[config.mk]
export PLATFORM = sky130hd
export DESIGN_NAME = hpas_top
export DESIGN_NICKNAME = d
export VERILOG_FILES = /design/src/hdl/hpas_pkg.sv /design/src/hdl/hpas_sync.sv /design/src/hdl/hpas_top.sv
export SDC_FILE = /design/constraint.sdc
export NUM_CORES = 1
export LEC_CHECK = 0
export BUFFER_PORTS_ARGS = -buffer_cell sky130_fd_sc_hd__clkbuf_2
export CAP_MARGIN = 5
export CORE_MARGIN = 2
export CORE_UTILIZATION = 35
export CTS_CLUSTER_DIAMETER = 50
export DETAILED_ROUTE_END_ITERATION = 8
export GPL_TIMING_DRIVEN = 1
export SYNTH_ARGS = -nofsm -noshare
export SYNTH_HDL_FRONTEND = slang
export SYNTH_SLANG_ARGS = --single-unit
[constraint.sdc]
create_clock -name clock_i -period 3.1 [get_ports clock_i]
set_clock_uncertainty 0.2 [all_clocks]
set_input_delay 0.155 -clock clock_i [delete_from_list [all_inputs] [get_ports clock_i]]
set_output_delay 0.155 -clock clock_i [all_outputs]
set_load 0.01 [all_outputs]
[src/hdl/hpas_pkg.sv]
/*
 * Shared types and constants of the host port access sequencer.
 * Assumes a single 100 MHz expansion bus clock for every count.
 */
package hpas_pkg;

	localparam int unsigned ADDR_W = 16;
	localparam int unsigned DATA_W = 16;
	localparam int unsigned CNT_W  = 5;

	// Clock period in ns; every phase is a whole number of these cycles
	localparam int unsigned CLK_PERIOD_NS = 10;

	// Least programmed counts that keep the ready-wait handling safe
	localparam logic [1:0] ADDR_CNT_MIN   = 2'h2;
	localparam logic [1:0] SETUP_CNT_MIN  = 2'h2;
	localparam logic [3:0] STROBE_CNT_MIN = 4'h1;

	// Recovery counts to its count plus this many, so lasts count plus two cycles (2 to 17)
	localparam logic [CNT_W-1:0] REC_EXTRA = 5'h01;
	localparam logic [CNT_W-1:0] CNT_ONE   = 5'h01;
	localparam logic [CNT_W-1:0] CNT_ZERO  = 5'h00;

	// Byte mode uses the low data lane only
	localparam logic [DATA_W-1:0] BYTE_MASK = 16'h00FF;

	typedef enum logic [2:0] {
		HPAS_IDLE   = 3'h0,
		HPAS_ADDR   = 3'h1,
		HPAS_SETUP  = 3'h2,
		HPAS_STROBE = 3'h3,
		HPAS_HOLD   = 3'h4,
		HPAS_RECOV  = 3'h5
	} hpas_state_t;

	typedef struct packed {
		logic [1:0] address_phase_count;
		logic [1:0] setup_phase_count;
		logic [3:0] strobe_phase_count;
		logic [1:0] hold_phase_count;
		logic [3:0] recovery_phase_count;
	} hpas_cfg_t;

	typedef struct packed {
		logic              write;
		logic [ADDR_W-1:0] addr;
		logic [DATA_W-1:0] wdata;
	} hpas_req_t;

endpackage : hpas_pkg

[src/hdl/hpas_sync.sv]
/*
 * Two flip-flop synchroniser for pin inputs.
 * Assumes the inputs are asynchronous to clock_i.
 */
`timescale 1ns/1ps
`default_nettype none

module hpas_sync #(
	parameter int unsigned WIDTH = 1
) (
	input  wire logic             clock_i,
	input  wire logic             resetn_i,
	input  wire logic [WIDTH-1:0] async_i,
	output var  logic [WIDTH-1:0] sync_o
);

	logic [WIDTH-1:0] meta_q;

	// First stage is read only by the second
	always_ff @(posedge clock_i or negedge resetn_i) begin
		if (!resetn_i) begin
			meta_q <= '0;
			sync_o <= '0;
		end else begin
			meta_q <= async_i;
			sync_o <= meta_q;
		end
	end

endmodule : hpas_sync

`default_nettype wire

[src/hdl/hpas_top.sv]
/*
 * Host port access sequencer: runs one access to an external DSP host port
 * through address, setup, strobe, hold and recovery phases.
 * Assumes the requester holds req_i until ready_o and a DSP that drives
 * host_ready_wait_i high while it needs the access stretched.
 */
`timescale 1ns/1ps
`default_nettype none

module hpas_top
	import hpas_pkg::*;
(
	input  wire logic              clock_i,
	input  wire logic              resetn_i,
	input  wire hpas_cfg_t         cfg_i,
	input  wire logic              host_port_halfword_mode_i,
	input  wire logic              req_i,
	input  wire hpas_req_t         req_data_i,
	output var  logic              ready_o,
	output var  logic              busy_o,
	output var  logic              done_o,
	output var  logic [DATA_W-1:0] rdata_o,
	input  wire logic              host_ready_wait_i,
	input  wire logic [DATA_W-1:0] host_data_i,
	output var  logic [DATA_W-1:0] host_data_o,
	output var  logic              host_data_oe_o,
	output var  logic [ADDR_W-1:0] host_addr_o,
	output var  logic              host_cs_n_o,
	output var  logic              host_data_strobe_n_o
);

	logic              wait_s;
	logic [DATA_W-1:0] data_s;

	hpas_sync #(.WIDTH(DATA_W + 1)) u_sync (
		.clock_i  (clock_i),
		.resetn_i (resetn_i),
		.async_i  ({host_ready_wait_i, host_data_i}),
		.sync_o   ({wait_s, data_s})
	);

	hpas_state_t       state_q,  state_d;
	logic [CNT_W-1:0]  cnt_q,    cnt_d;
	logic              ext_q,    ext_d;
	hpas_req_t         cur_q,    cur_d;
	logic              half_q,   half_d;
	logic [CNT_W-1:0]  last_cnt;
	logic              stretch;
	logic              advance;
	logic [1:0]        addr_eff, setup_eff;
	logic [3:0]        strobe_eff;

	always_comb begin
		addr_eff   = (cfg_i.address_phase_count < ADDR_CNT_MIN) ? ADDR_CNT_MIN : cfg_i.address_phase_count;
		setup_eff  = (cfg_i.setup_phase_count < SETUP_CNT_MIN) ? SETUP_CNT_MIN : cfg_i.setup_phase_count;
		strobe_eff = (cfg_i.strobe_phase_count < STROBE_CNT_MIN) ? STROBE_CNT_MIN : cfg_i.strobe_phase_count;
	end

	always_comb begin
		case (state_q)
			HPAS_ADDR:   last_cnt = {3'h0, addr_eff};
			HPAS_SETUP:  last_cnt = {3'h0, setup_eff};
			HPAS_STROBE: last_cnt = {1'h0, strobe_eff};
			HPAS_HOLD:   last_cnt = {3'h0, cfg_i.hold_phase_count};
			HPAS_RECOV:  last_cnt = {1'h0, cfg_i.recovery_phase_count} + REC_EXTRA;
			default:     last_cnt = CNT_ZERO;
		endcase
	end

	assign stretch = (state_q == HPAS_ADDR) || (state_q == HPAS_SETUP) || (state_q == HPAS_STROBE);

	// wait holds the phase, then one extra clock
	always_comb begin
		ext_d   = ext_q;
		advance = 1'b0;
		if (stretch && wait_s) begin
			ext_d = 1'b1;
		end else if (stretch && ext_q) begin
			ext_d = 1'b0;
		end else begin
			advance = (cnt_q == last_cnt);
		end
		if (state_q == HPAS_IDLE) begin
			ext_d = 1'b0;
		end
	end

	// phase sequencing on the bus clock
	always_comb begin
		state_d = state_q;
		cnt_d   = cnt_q;
		cur_d   = cur_q;
		half_d  = half_q;
		if (state_q == HPAS_IDLE) begin
			if (req_i) begin
				state_d = HPAS_ADDR;
				cnt_d   = CNT_ZERO;
				cur_d   = req_data_i;
				half_d  = host_port_halfword_mode_i;
			end
		end else if (advance) begin
			cnt_d = CNT_ZERO;
			case (state_q)
				HPAS_ADDR:   state_d = HPAS_SETUP;
				HPAS_SETUP:  state_d = HPAS_STROBE;
				HPAS_STROBE: state_d = HPAS_HOLD;
				HPAS_HOLD:   state_d = HPAS_RECOV;
				default:     state_d = HPAS_IDLE;
			endcase
		end else if (!(stretch && (wait_s || ext_q))) begin
			cnt_d = cnt_q + CNT_ONE;
		end
	end

	always_ff @(posedge clock_i or negedge resetn_i) begin
		if (!resetn_i) begin
			state_q <= HPAS_IDLE;
			cnt_q   <= CNT_ZERO;
			ext_q   <= 1'b0;
			cur_q   <= '0;
			half_q  <= 1'b0;
		end else begin
			state_q <= state_d;
			cnt_q   <= cnt_d;
			ext_q   <= ext_d;
			cur_q   <= cur_d;
			half_q  <= half_d;
		end
	end

	logic              cs_n_d, strobe_n_d, oe_d, done_d, busy_d, ready_d;
	logic [ADDR_W-1:0] addr_d;
	logic [DATA_W-1:0] wdata_d, rdata_d, lane_mask;

	// Pins follow the next state so each flop lines up with its phase
	always_comb begin
		lane_mask  = half_d ? '1 : BYTE_MASK;
		cs_n_d     = !((state_d == HPAS_ADDR) || (state_d == HPAS_SETUP) ||
			(state_d == HPAS_STROBE) || (state_d == HPAS_HOLD));
		addr_d     = cs_n_d ? '0 : cur_d.addr;
		strobe_n_d = (state_d != HPAS_STROBE);
		// write data from select to end of hold
		oe_d       = !cs_n_d && cur_d.write;
		wdata_d    = oe_d ? (cur_d.wdata & lane_mask) : '0;
		busy_d     = (state_d != HPAS_IDLE);
		ready_d    = (state_q == HPAS_IDLE) && req_i;
		done_d     = (state_q == HPAS_HOLD) && advance;
		rdata_d    = rdata_o;
		// capture at the strobe's last cycle
		if ((state_q == HPAS_STROBE) && advance && !cur_q.write) begin
			rdata_d = data_s & (half_q ? '1 : BYTE_MASK);
		end
	end

	always_ff @(posedge clock_i or negedge resetn_i) begin
		if (!resetn_i) begin
			host_cs_n_o          <= 1'b1;
			host_data_strobe_n_o <= 1'b1;
			host_addr_o          <= '0;
			host_data_o          <= '0;
			host_data_oe_o       <= 1'b0;
			rdata_o              <= '0;
			done_o               <= 1'b0;
			busy_o               <= 1'b0;
			ready_o              <= 1'b0;
		end else begin
			host_cs_n_o          <= cs_n_d;
			host_data_strobe_n_o <= strobe_n_d;
			host_addr_o          <= addr_d;
			host_data_o          <= wdata_d;
			host_data_oe_o       <= oe_d;
			rdata_o              <= rdata_d;
			done_o               <= done_d;
			busy_o               <= busy_d;
			ready_o              <= ready_d;
		end
	end
endmodule : hpas_top

`default_nettype wire

==> impl_metrics.csv, run 1 <==
group,metric,value,unit
run,max_cap_violations,0,
logic_synthesis,yosysSeqAreaShare,68.7,%
logic_synthesis,synth-simple-area-share,10.5,%
grt,grt_pass1_vias,3392,
sta,finalSetupTns,0,ns
clock_network,cts.sinks,131,
route,drc,0,
finish,final_util,50.1,%
worst_setup_path,arrival,2.92,ns
route,firstDrtPassIters,4,
sta,finalHoldViolations,0,
grt,antenna_found_initial,0,
finish,nNetsFinal,592,
floorplanning,die_h,121,µm
logic_synthesis,synth_edf_count,0,
route,drt-initial-drc-count,93,
logic_synthesis,synth_top_area_share,67.6,%
power,netSwitchingFraction,30.7,%
finish,diodes,0,
sta,setup_ws,0.267,ns
sta,worstMarginPinSlew,0.672,ns
place,dp_hpwl,6560,µm
logic_synthesis,yosys_warnings,0,
worst_setup_path,end_kind,"register",
hold_path,worstHoldStart,"u_sync.meta_q[7]$_DFF_PN0_",
sta,period_needed,2.83,ns
worst_setup_path,critPathMaxFanout,16,
logic_synthesis,synth_top_cell_by_area,"dfrtp_1",
sta,fin_crit_sh,91.4,%
floorplanning,fp.dieW,121,µm
logic_synthesis,synth_top_family_by_area,"multiplexers",
grt,grt-ovfl-total,0,
clock_network,insertion_delay,0.40,ns
power,pwr-share-seq,40.7,%
grt,grt_first_pass_wirelength,16900,µm
worst_setup_path,timing.rr.start,"state_q[2]$_DFF_PN0_",
place,post-place-cells,626,
worst_setup_path,cp_slowest_cell,"dfrtp_1",
place,place_area,5610,µm²
worst_setup_path,cp.buffers_inverters,1,
power,power_frac_clock,28.5,%
clock_network,cts.htree.levels,4,
logic_synthesis,yosys.area_share.adder,0.524,%
finish,fillers,1169,
logic_synthesis,synth_xor_area_share,1.47,%
route,routed_wl,10300,µm
clock_network,clk_pin_slew_worst_paths,0.05,ns
floorplanning,core_area,13300,µm²
clock_network,cts_resized,0,
floorplanning,io-pin-count,122,
sta,rsz0062_at_grt,"false",
route,vias,3205,
place,place_ws,0.294,ns
power,p_int,4.29,mW
sta,timing.fmax,0.353,GHz
worst_setup_path,slowest_delay,0.54,ns
power,p_leak,3.32,nW
grt,groute.usage.overall,15.3,%
finish,final_area,6660,µm²
logic_synthesis,synth-compound-area-share,4.38,%
clock_network,cts_buffer_depth,2,
finish,areaGrowthSynthToFinish,39.6,%
floorplanning,placementRows,42,
clock_network,cts_buffers,17,
logic_synthesis,synthDistinctLibCells,43,
logic_synthesis,avgSynthCellArea,14.3,µm²
worst_setup_path,path_cells,"and3b_1, o21a_1, a211oi_2, xor2_1, nand3_1, or4b_1, buf_4, mux2_4",
worst_setup_path,cp_top_family,"simple AND/OR/NAND/NOR gates",
logic_synthesis,syn_area,4770,µm²
worst_setup_path,crit_type,"reg2reg",
sta,worst_hold_slack,0.144,ns
route,wire_per_inst,14.6,µm
logic_synthesis,synth.area.top_cells,"dfrtp_1, mux2_2, nor2b_1",
worst_setup_path,crit_path_start,"state_q[2]$_DFF_PN0_",
outcome,run_status,"finished clean",
route,drtAntennaViolNets,0,
place,gp_congestion,0.766,
finish,stdcell_count,709,
power,power_density,930,nW/µm²
power,p_switching,1.90,mW
clock_network,cts_root_buffer,"clkbuf_16",
logic_synthesis,synth_flop_cell,"dfrtp_1",
hold_path,hold_class,"reg2reg",
sta,slew_violations,0,
power,power.total,6.19,mW
grt,grt_max_degree,76,
floorplanning,dieArea,14600,µm²
sta,slew_headroom,55.2,%
logic_synthesis,muxShareOfSynthArea,11.7,%
finish,drive_gt1_share,38.5,%
logic_synthesis,ys_ff_latch,131,
logic_synthesis,syn_inst,334,
worst_setup_path,start_kind,"register",
logic_synthesis,syn_nets,404,
clock_network,cts_tree,"yes",
logic_synthesis,async_flop_share,100,%
sta,finalSetupViolCount,0,
power,power_frac_comb,30.8,%
power,ir_drop,0.000591,V
floorplanning,initial_utilization,35.9,%
worst_setup_path,cp_data_required_time,3.18,ns
place,port_buffers,121,
route,vias_per_cell,4.52,
==> cell usage after synthesis (all sizes together) (2+ instances only) <==
master  number
nand3        6
mux2        42
a21oi        4
nand2       23
clkbuf       7
and2b       11
xor2         5
inv          9
buf          8
mux2i        8
ha           2
o31ai        5
o311ai       2
nand3b       2
nor3         5
nor2b       25
dfrtp      129
a32o         2
xnor2        3
o21ai        7
nor2         6
o221ai       2
or2          2
and3         2
dfstp        2
==> layer usage <==
layer	vias up	track usage, %	share of wire, %
met5	-	0	0
met4	0	6.69	2.0
met3	19	6.70	6.6
met2	93	24.3	48
met1	1584	18.1	43
li1	1509	-	-
==> cell families (layout without fill, tap and decap cells) <==
| kind of cell | Yosys count | in the layout |
|---|---|---|
| flops | 131 | 131 |
| xor+xnor | 8 | 8 |
| buf+inv | 25 | 224 |
| simple gates | 89 | 89 |
| compound gates | 29 | 29 |
| mux | 50 | 50 |
| fa+ha+maj | 2 | 2 |
==> timing repair <==
item / CTS / global route
setup buffers: 0 / 0
hold buffers: 53 / 0
hold endpoints to repair: 161 / 0
==> worst paths after layout <==
| path | end | slack, ns | cells after the start |
|---|---|---|---|
| worst min register to register | u_sync.sync_o[7]$_DFF_PN0_ | 0.14 | 0 |
| max in group asynchronous | host_cs_n_o$_DFF_PN1_ | 1.72 | 3 |
| worst min-delay path | u_sync.sync_o[7]$_DFF_PN0_ | 0.14 | 0 |
| worst max register to register | rdata_o[7]$_DFFE_PN0P_ | 0.27 | 8 |
| worst max-delay path | rdata_o[7]$_DFFE_PN0P_ | 0.27 | 8 |
| min in group asynchronous | host_addr_o[13]$_DFF_PN0_ | 0.16 | 2 |
==> cell usage in the layout, fill, tap and decap left out, types with 2 or more instances in the layout <==
master,instances
dfrtp_1,129
clkbuf_2,120
dlygate4sd3_1,53
mux2_2,40
nor2b_1,25
nand2_1,23
clkbuf_16,17
and2b_1,11
inv_1,9
buf_4,9
mux2i_1,8
o21ai_0,7
nand3_1,6
clkinv_2,6
nor2_1,5
xor2_1,5
nor3_1,5
clkbuf_1,5
a21oi_1,4
o31ai_1,4
xnor2_1,3
or2_2,2
and3_1,2
nand3b_1,2
a32o_1,2
o311ai_1,2
mux2_4,2
o221ai_1,2
ha_1,2
dfstp_2,2
==> power by group through the flow <==
stage          Combinational [mW]  Sequential, mW  Clock, mW
2_1_floorplan                1.14            2.57          0
3_3_place_gp                 1.83            2.53          0
3_5_place_dp                 1.87            2.55          0
4_1_cts                      1.93            2.53       1.82
5_1_grt                      2.12            2.59       1.89
6_report                     1.91            2.52       1.77
==> layout make-up <==
class | count | area [µm²] | area share (%)
clock inverter | 7 | 60.1 | 0.901
multi-input combinational | 178 | 1380 | 20.7
inverter | 10 | 37.5 | 0.563
clock buffer | 23 | 458 | 6.87
tap | 176 | 220 | 3.31
timing repair buffer | 184 | 1230 | 18.5
sequential | 131 | 3280 | 49.2
==> sequential cells by signal, indices dropped and copies added (netlist names), 3 cells and up <==
| signal | count |
|---|---|
| u_sync.sync_o | 17 |
| host_addr_o | 16 |
| state_q | 3 |
| rdata_o | 16 |
| u_sync.meta_q | 17 |
| host_data_o | 16 |
| cur_q | 33 |
| cnt_q | 5 |
Note: power is estimated with default switching activity, not from simulation.
==> run 2: changes to the inputs <==
==> constraint.sdc (replaced) <==
create_clock -name clock_i -period 3.25 [get_ports clock_i]
set_clock_uncertainty 0.2 [all_clocks]
set_input_delay 0.1625 -clock clock_i [delete_from_list [all_inputs] [get_ports clock_i]]
set_output_delay 0.1625 -clock clock_i [all_outputs]
set_load 0.01 [all_outputs]
==> run 2 against run 1 <==
Against the previous run: register-to-register slack worse by 0.08 ns; sequential power down 5%; setup slack worse by 0.084 ns; sequential share of layout area shrank 0.29 points; routed wire length is 5.4% lower; maximum frequency fell by 7.6%; die area stayed put; utilization is 0.30 points higher; hold slack got worse by 0.0024 ns; non-clock buffer count decreased by 1; critical endpoint is now host_data_o[2]$_DFF_PN0_.
==> impl_metrics.csv, run 2 (synthesis gave the netlist of run 1 again) <==
group,metric,value,unit
worst_setup_path,slowest_delay,0.90,ns
sta,setup_ws,0.182,ns
clock_network,cts_buffer_depth,2,
finish,layout_commonest_cell,"dfrtp_1",
run,max_cap_violations,0,
route,drc,0,
grt,antenna_found_initial,0,
worst_setup_path,path_cells,"and3b_1, a32oi_1, xor2_1, and3_1, nand3_1, o311ai_1, and2b_1",
grt,grt_pass1_vias,3353,
power,power_frac_comb,29.5,%
grt,grt-ovfl-total,0,
finish,final_util,50.4,%
floorplanning,placementRows,42,
place,dp_hpwl,6500,µm
worst_setup_path,crit_type,"reg2reg",
floorplanning,core_area,13300,µm²
sta,worstMarginPinSlew,1.03,ns
finish,reg.largest.list,"cur_q: 33 flops, u_sync.meta_q: 17 flops, u_sync.sync_o: 17 flops",
sta,slew_violations,0,
place,place_area,5590,µm²
power,p_leak,3.33,nW
finish,largest_reg_flops,33,
finish,nNetsFinal,591,
finish,final_area,6700,µm²
route,wire_per_inst,13.8,µm
worst_setup_path,start_kind,"register",
grt,groute.usage.overall,14.4,%
route,vias_per_cell,4.48,
finish,layout_common_cells,"dfrtp_1, clkbuf_2, dlygate4sd3_1",
floorplanning,dieArea,14600,µm²
grt,grt_max_degree,117,
finish,diodes,0,
power,power_density,896,nW/µm²
worst_setup_path,critPathMaxFanout,12,
finish,drive_gt1_share,38.4,%
finish,regMostFlops,"cur_q",
hold_path,hold_class,"reg2reg",
sta,timing.fmax,0.326,GHz
floorplanning,initial_utilization,35.9,%
worst_setup_path,cp_slowest_cell,"o311ai_1",
power,p_int,4.23,mW
worst_setup_path,end_kind,"register",
floorplanning,io-pin-count,122,
floorplanning,die_h,121,µm
worst_setup_path,arrival,3.17,ns
worst_setup_path,cp_data_required_time,3.35,ns
sta,finalSetupTns,0,ns
sta,finalHoldViolations,0,
route,routed_wl,9770,µm
sta,rsz0062_at_grt,"true",
sta,finalSetupViolCount,0,
clock_network,cts.htree.levels,4,
power,power_frac_clock,30.6,%
power,pwr-share-seq,39.9,%
clock_network,cts_root_buffer,"clkbuf_16",
clock_network,post_cts_buffers,0,
route,drtAntennaViolNets,0,
power,ir_drop,0.000559,V
clock_network,cts_resized,0,
power,p_switching,1.78,mW
sta,fin_crit_sh,94.4,%
place,port_buffers,121,
clock_network,cts.sinks,131,
finish,stdcell_count,710,
place,gp_congestion,0.818,
route,drt-initial-drc-count,167,
floorplanning,fp.dieW,121,µm
grt,grt_first_pass_wirelength,16000,µm
place,place_ws,0.138,ns
outcome,run_status,"finished clean",
clock_network,insertion_delay,0.41,ns
sta,slew_headroom,31.1,%
finish,areaGrowthSynthToFinish,40.4,%
clock_network,cts_tree,"yes",
power,netSwitchingFraction,29.6,%
place,post-place-cells,625,
sta,period_needed,3.07,ns
route,vias,3179,
clock_network,clk_pin_slew_worst_paths,0.06,ns
clock_network,cts_buffers,17,
route,firstDrtPassIters,5,
run 2: stage by stage:
stage                     hold slack, ns  power (mW)
final                              0.141        6.01
after CTS                          0.144        6.08
after floorplan                   -0.333        3.54
after detailed placement          0.0723        4.17
after global routing               0.151        6.38
after global placement            0.0739        4.12
run 2: area by class of cell:
| type | instances | area, µm² |
|---|---|---|
| Clock buffer | 27 | 503 |
| Clock inverter | 5 | 75.1 |
| Fill cell | 1151 | 6590 |
| Inverter | 10 | 37.5 |
| Multi-Input combinational cell | 178 | 1380 |
| Sequential cell | 131 | 3280 |
| Tap cell | 176 | 220 |
| Timing Repair Buffer | 183 | 1210 |
run 2: what timing repair did:
item                                    in CTS  in global routing
hold buffers                                53                  0
hold endpoints to repair                   198                  0
endpoints found under the setup margin       0                 14
run 2: per-layer routing:
layer	vias to the layer above	global-route usage [%]	share of wire [%]
li1	1506	-	-
met1	1535	16.4	41
met2	119	23.2	48
met3	19	6.65	8.4
met4	0	6.03	2.0
met5	-	0	0
run 2: worst paths after layout:
kind | startpoint | end | slack, ns | cells after the start
min in group asynchronous | resetn_i | host_addr_o[13]$_DFF_PN0_ | 0.27 | 2
min reg2reg | u_sync.meta_q[11]$_DFF_PN0_ | u_sync.sync_o[11]$_DFF_PN0_ | 0.14 | 0
max | state_q[2]$_DFF_PN0_ | host_data_o[2]$_DFF_PN0_ | 0.18 | 7
max in group asynchronous | resetn_i | rdata_o[1]$_DFFE_PN0P_ | 1.81 | 3
max reg2reg | state_q[2]$_DFF_PN0_ | host_data_o[2]$_DFF_PN0_ | 0.18 | 7
min | u_sync.meta_q[11]$_DFF_PN0_ | u_sync.sync_o[11]$_DFF_PN0_ | 0.14 | 0
run 2: power by group through the flow:
stage | Combinational [mW] | Clock (mW) | Sequential, mW
final | 1.77 | 1.84 | 2.39
after global routing | 1.97 | 1.95 | 2.45
after CTS | 1.80 | 1.88 | 2.40
after detailed placement | 1.75 | 0 | 2.42
after global placement | 1.70 | 0 | 2.41
after floorplan | 1.09 | 0 | 2.45
run 2: worst max-delay path: cells and delay by family (launching register included):
family	cells	cell delay (ns)
AO/OA/AOI/OAI	2	1.13
XOR/XNOR	1	0.17
flip-flops	1	0.53
AND/OR/NAND/NOR	4	0.92
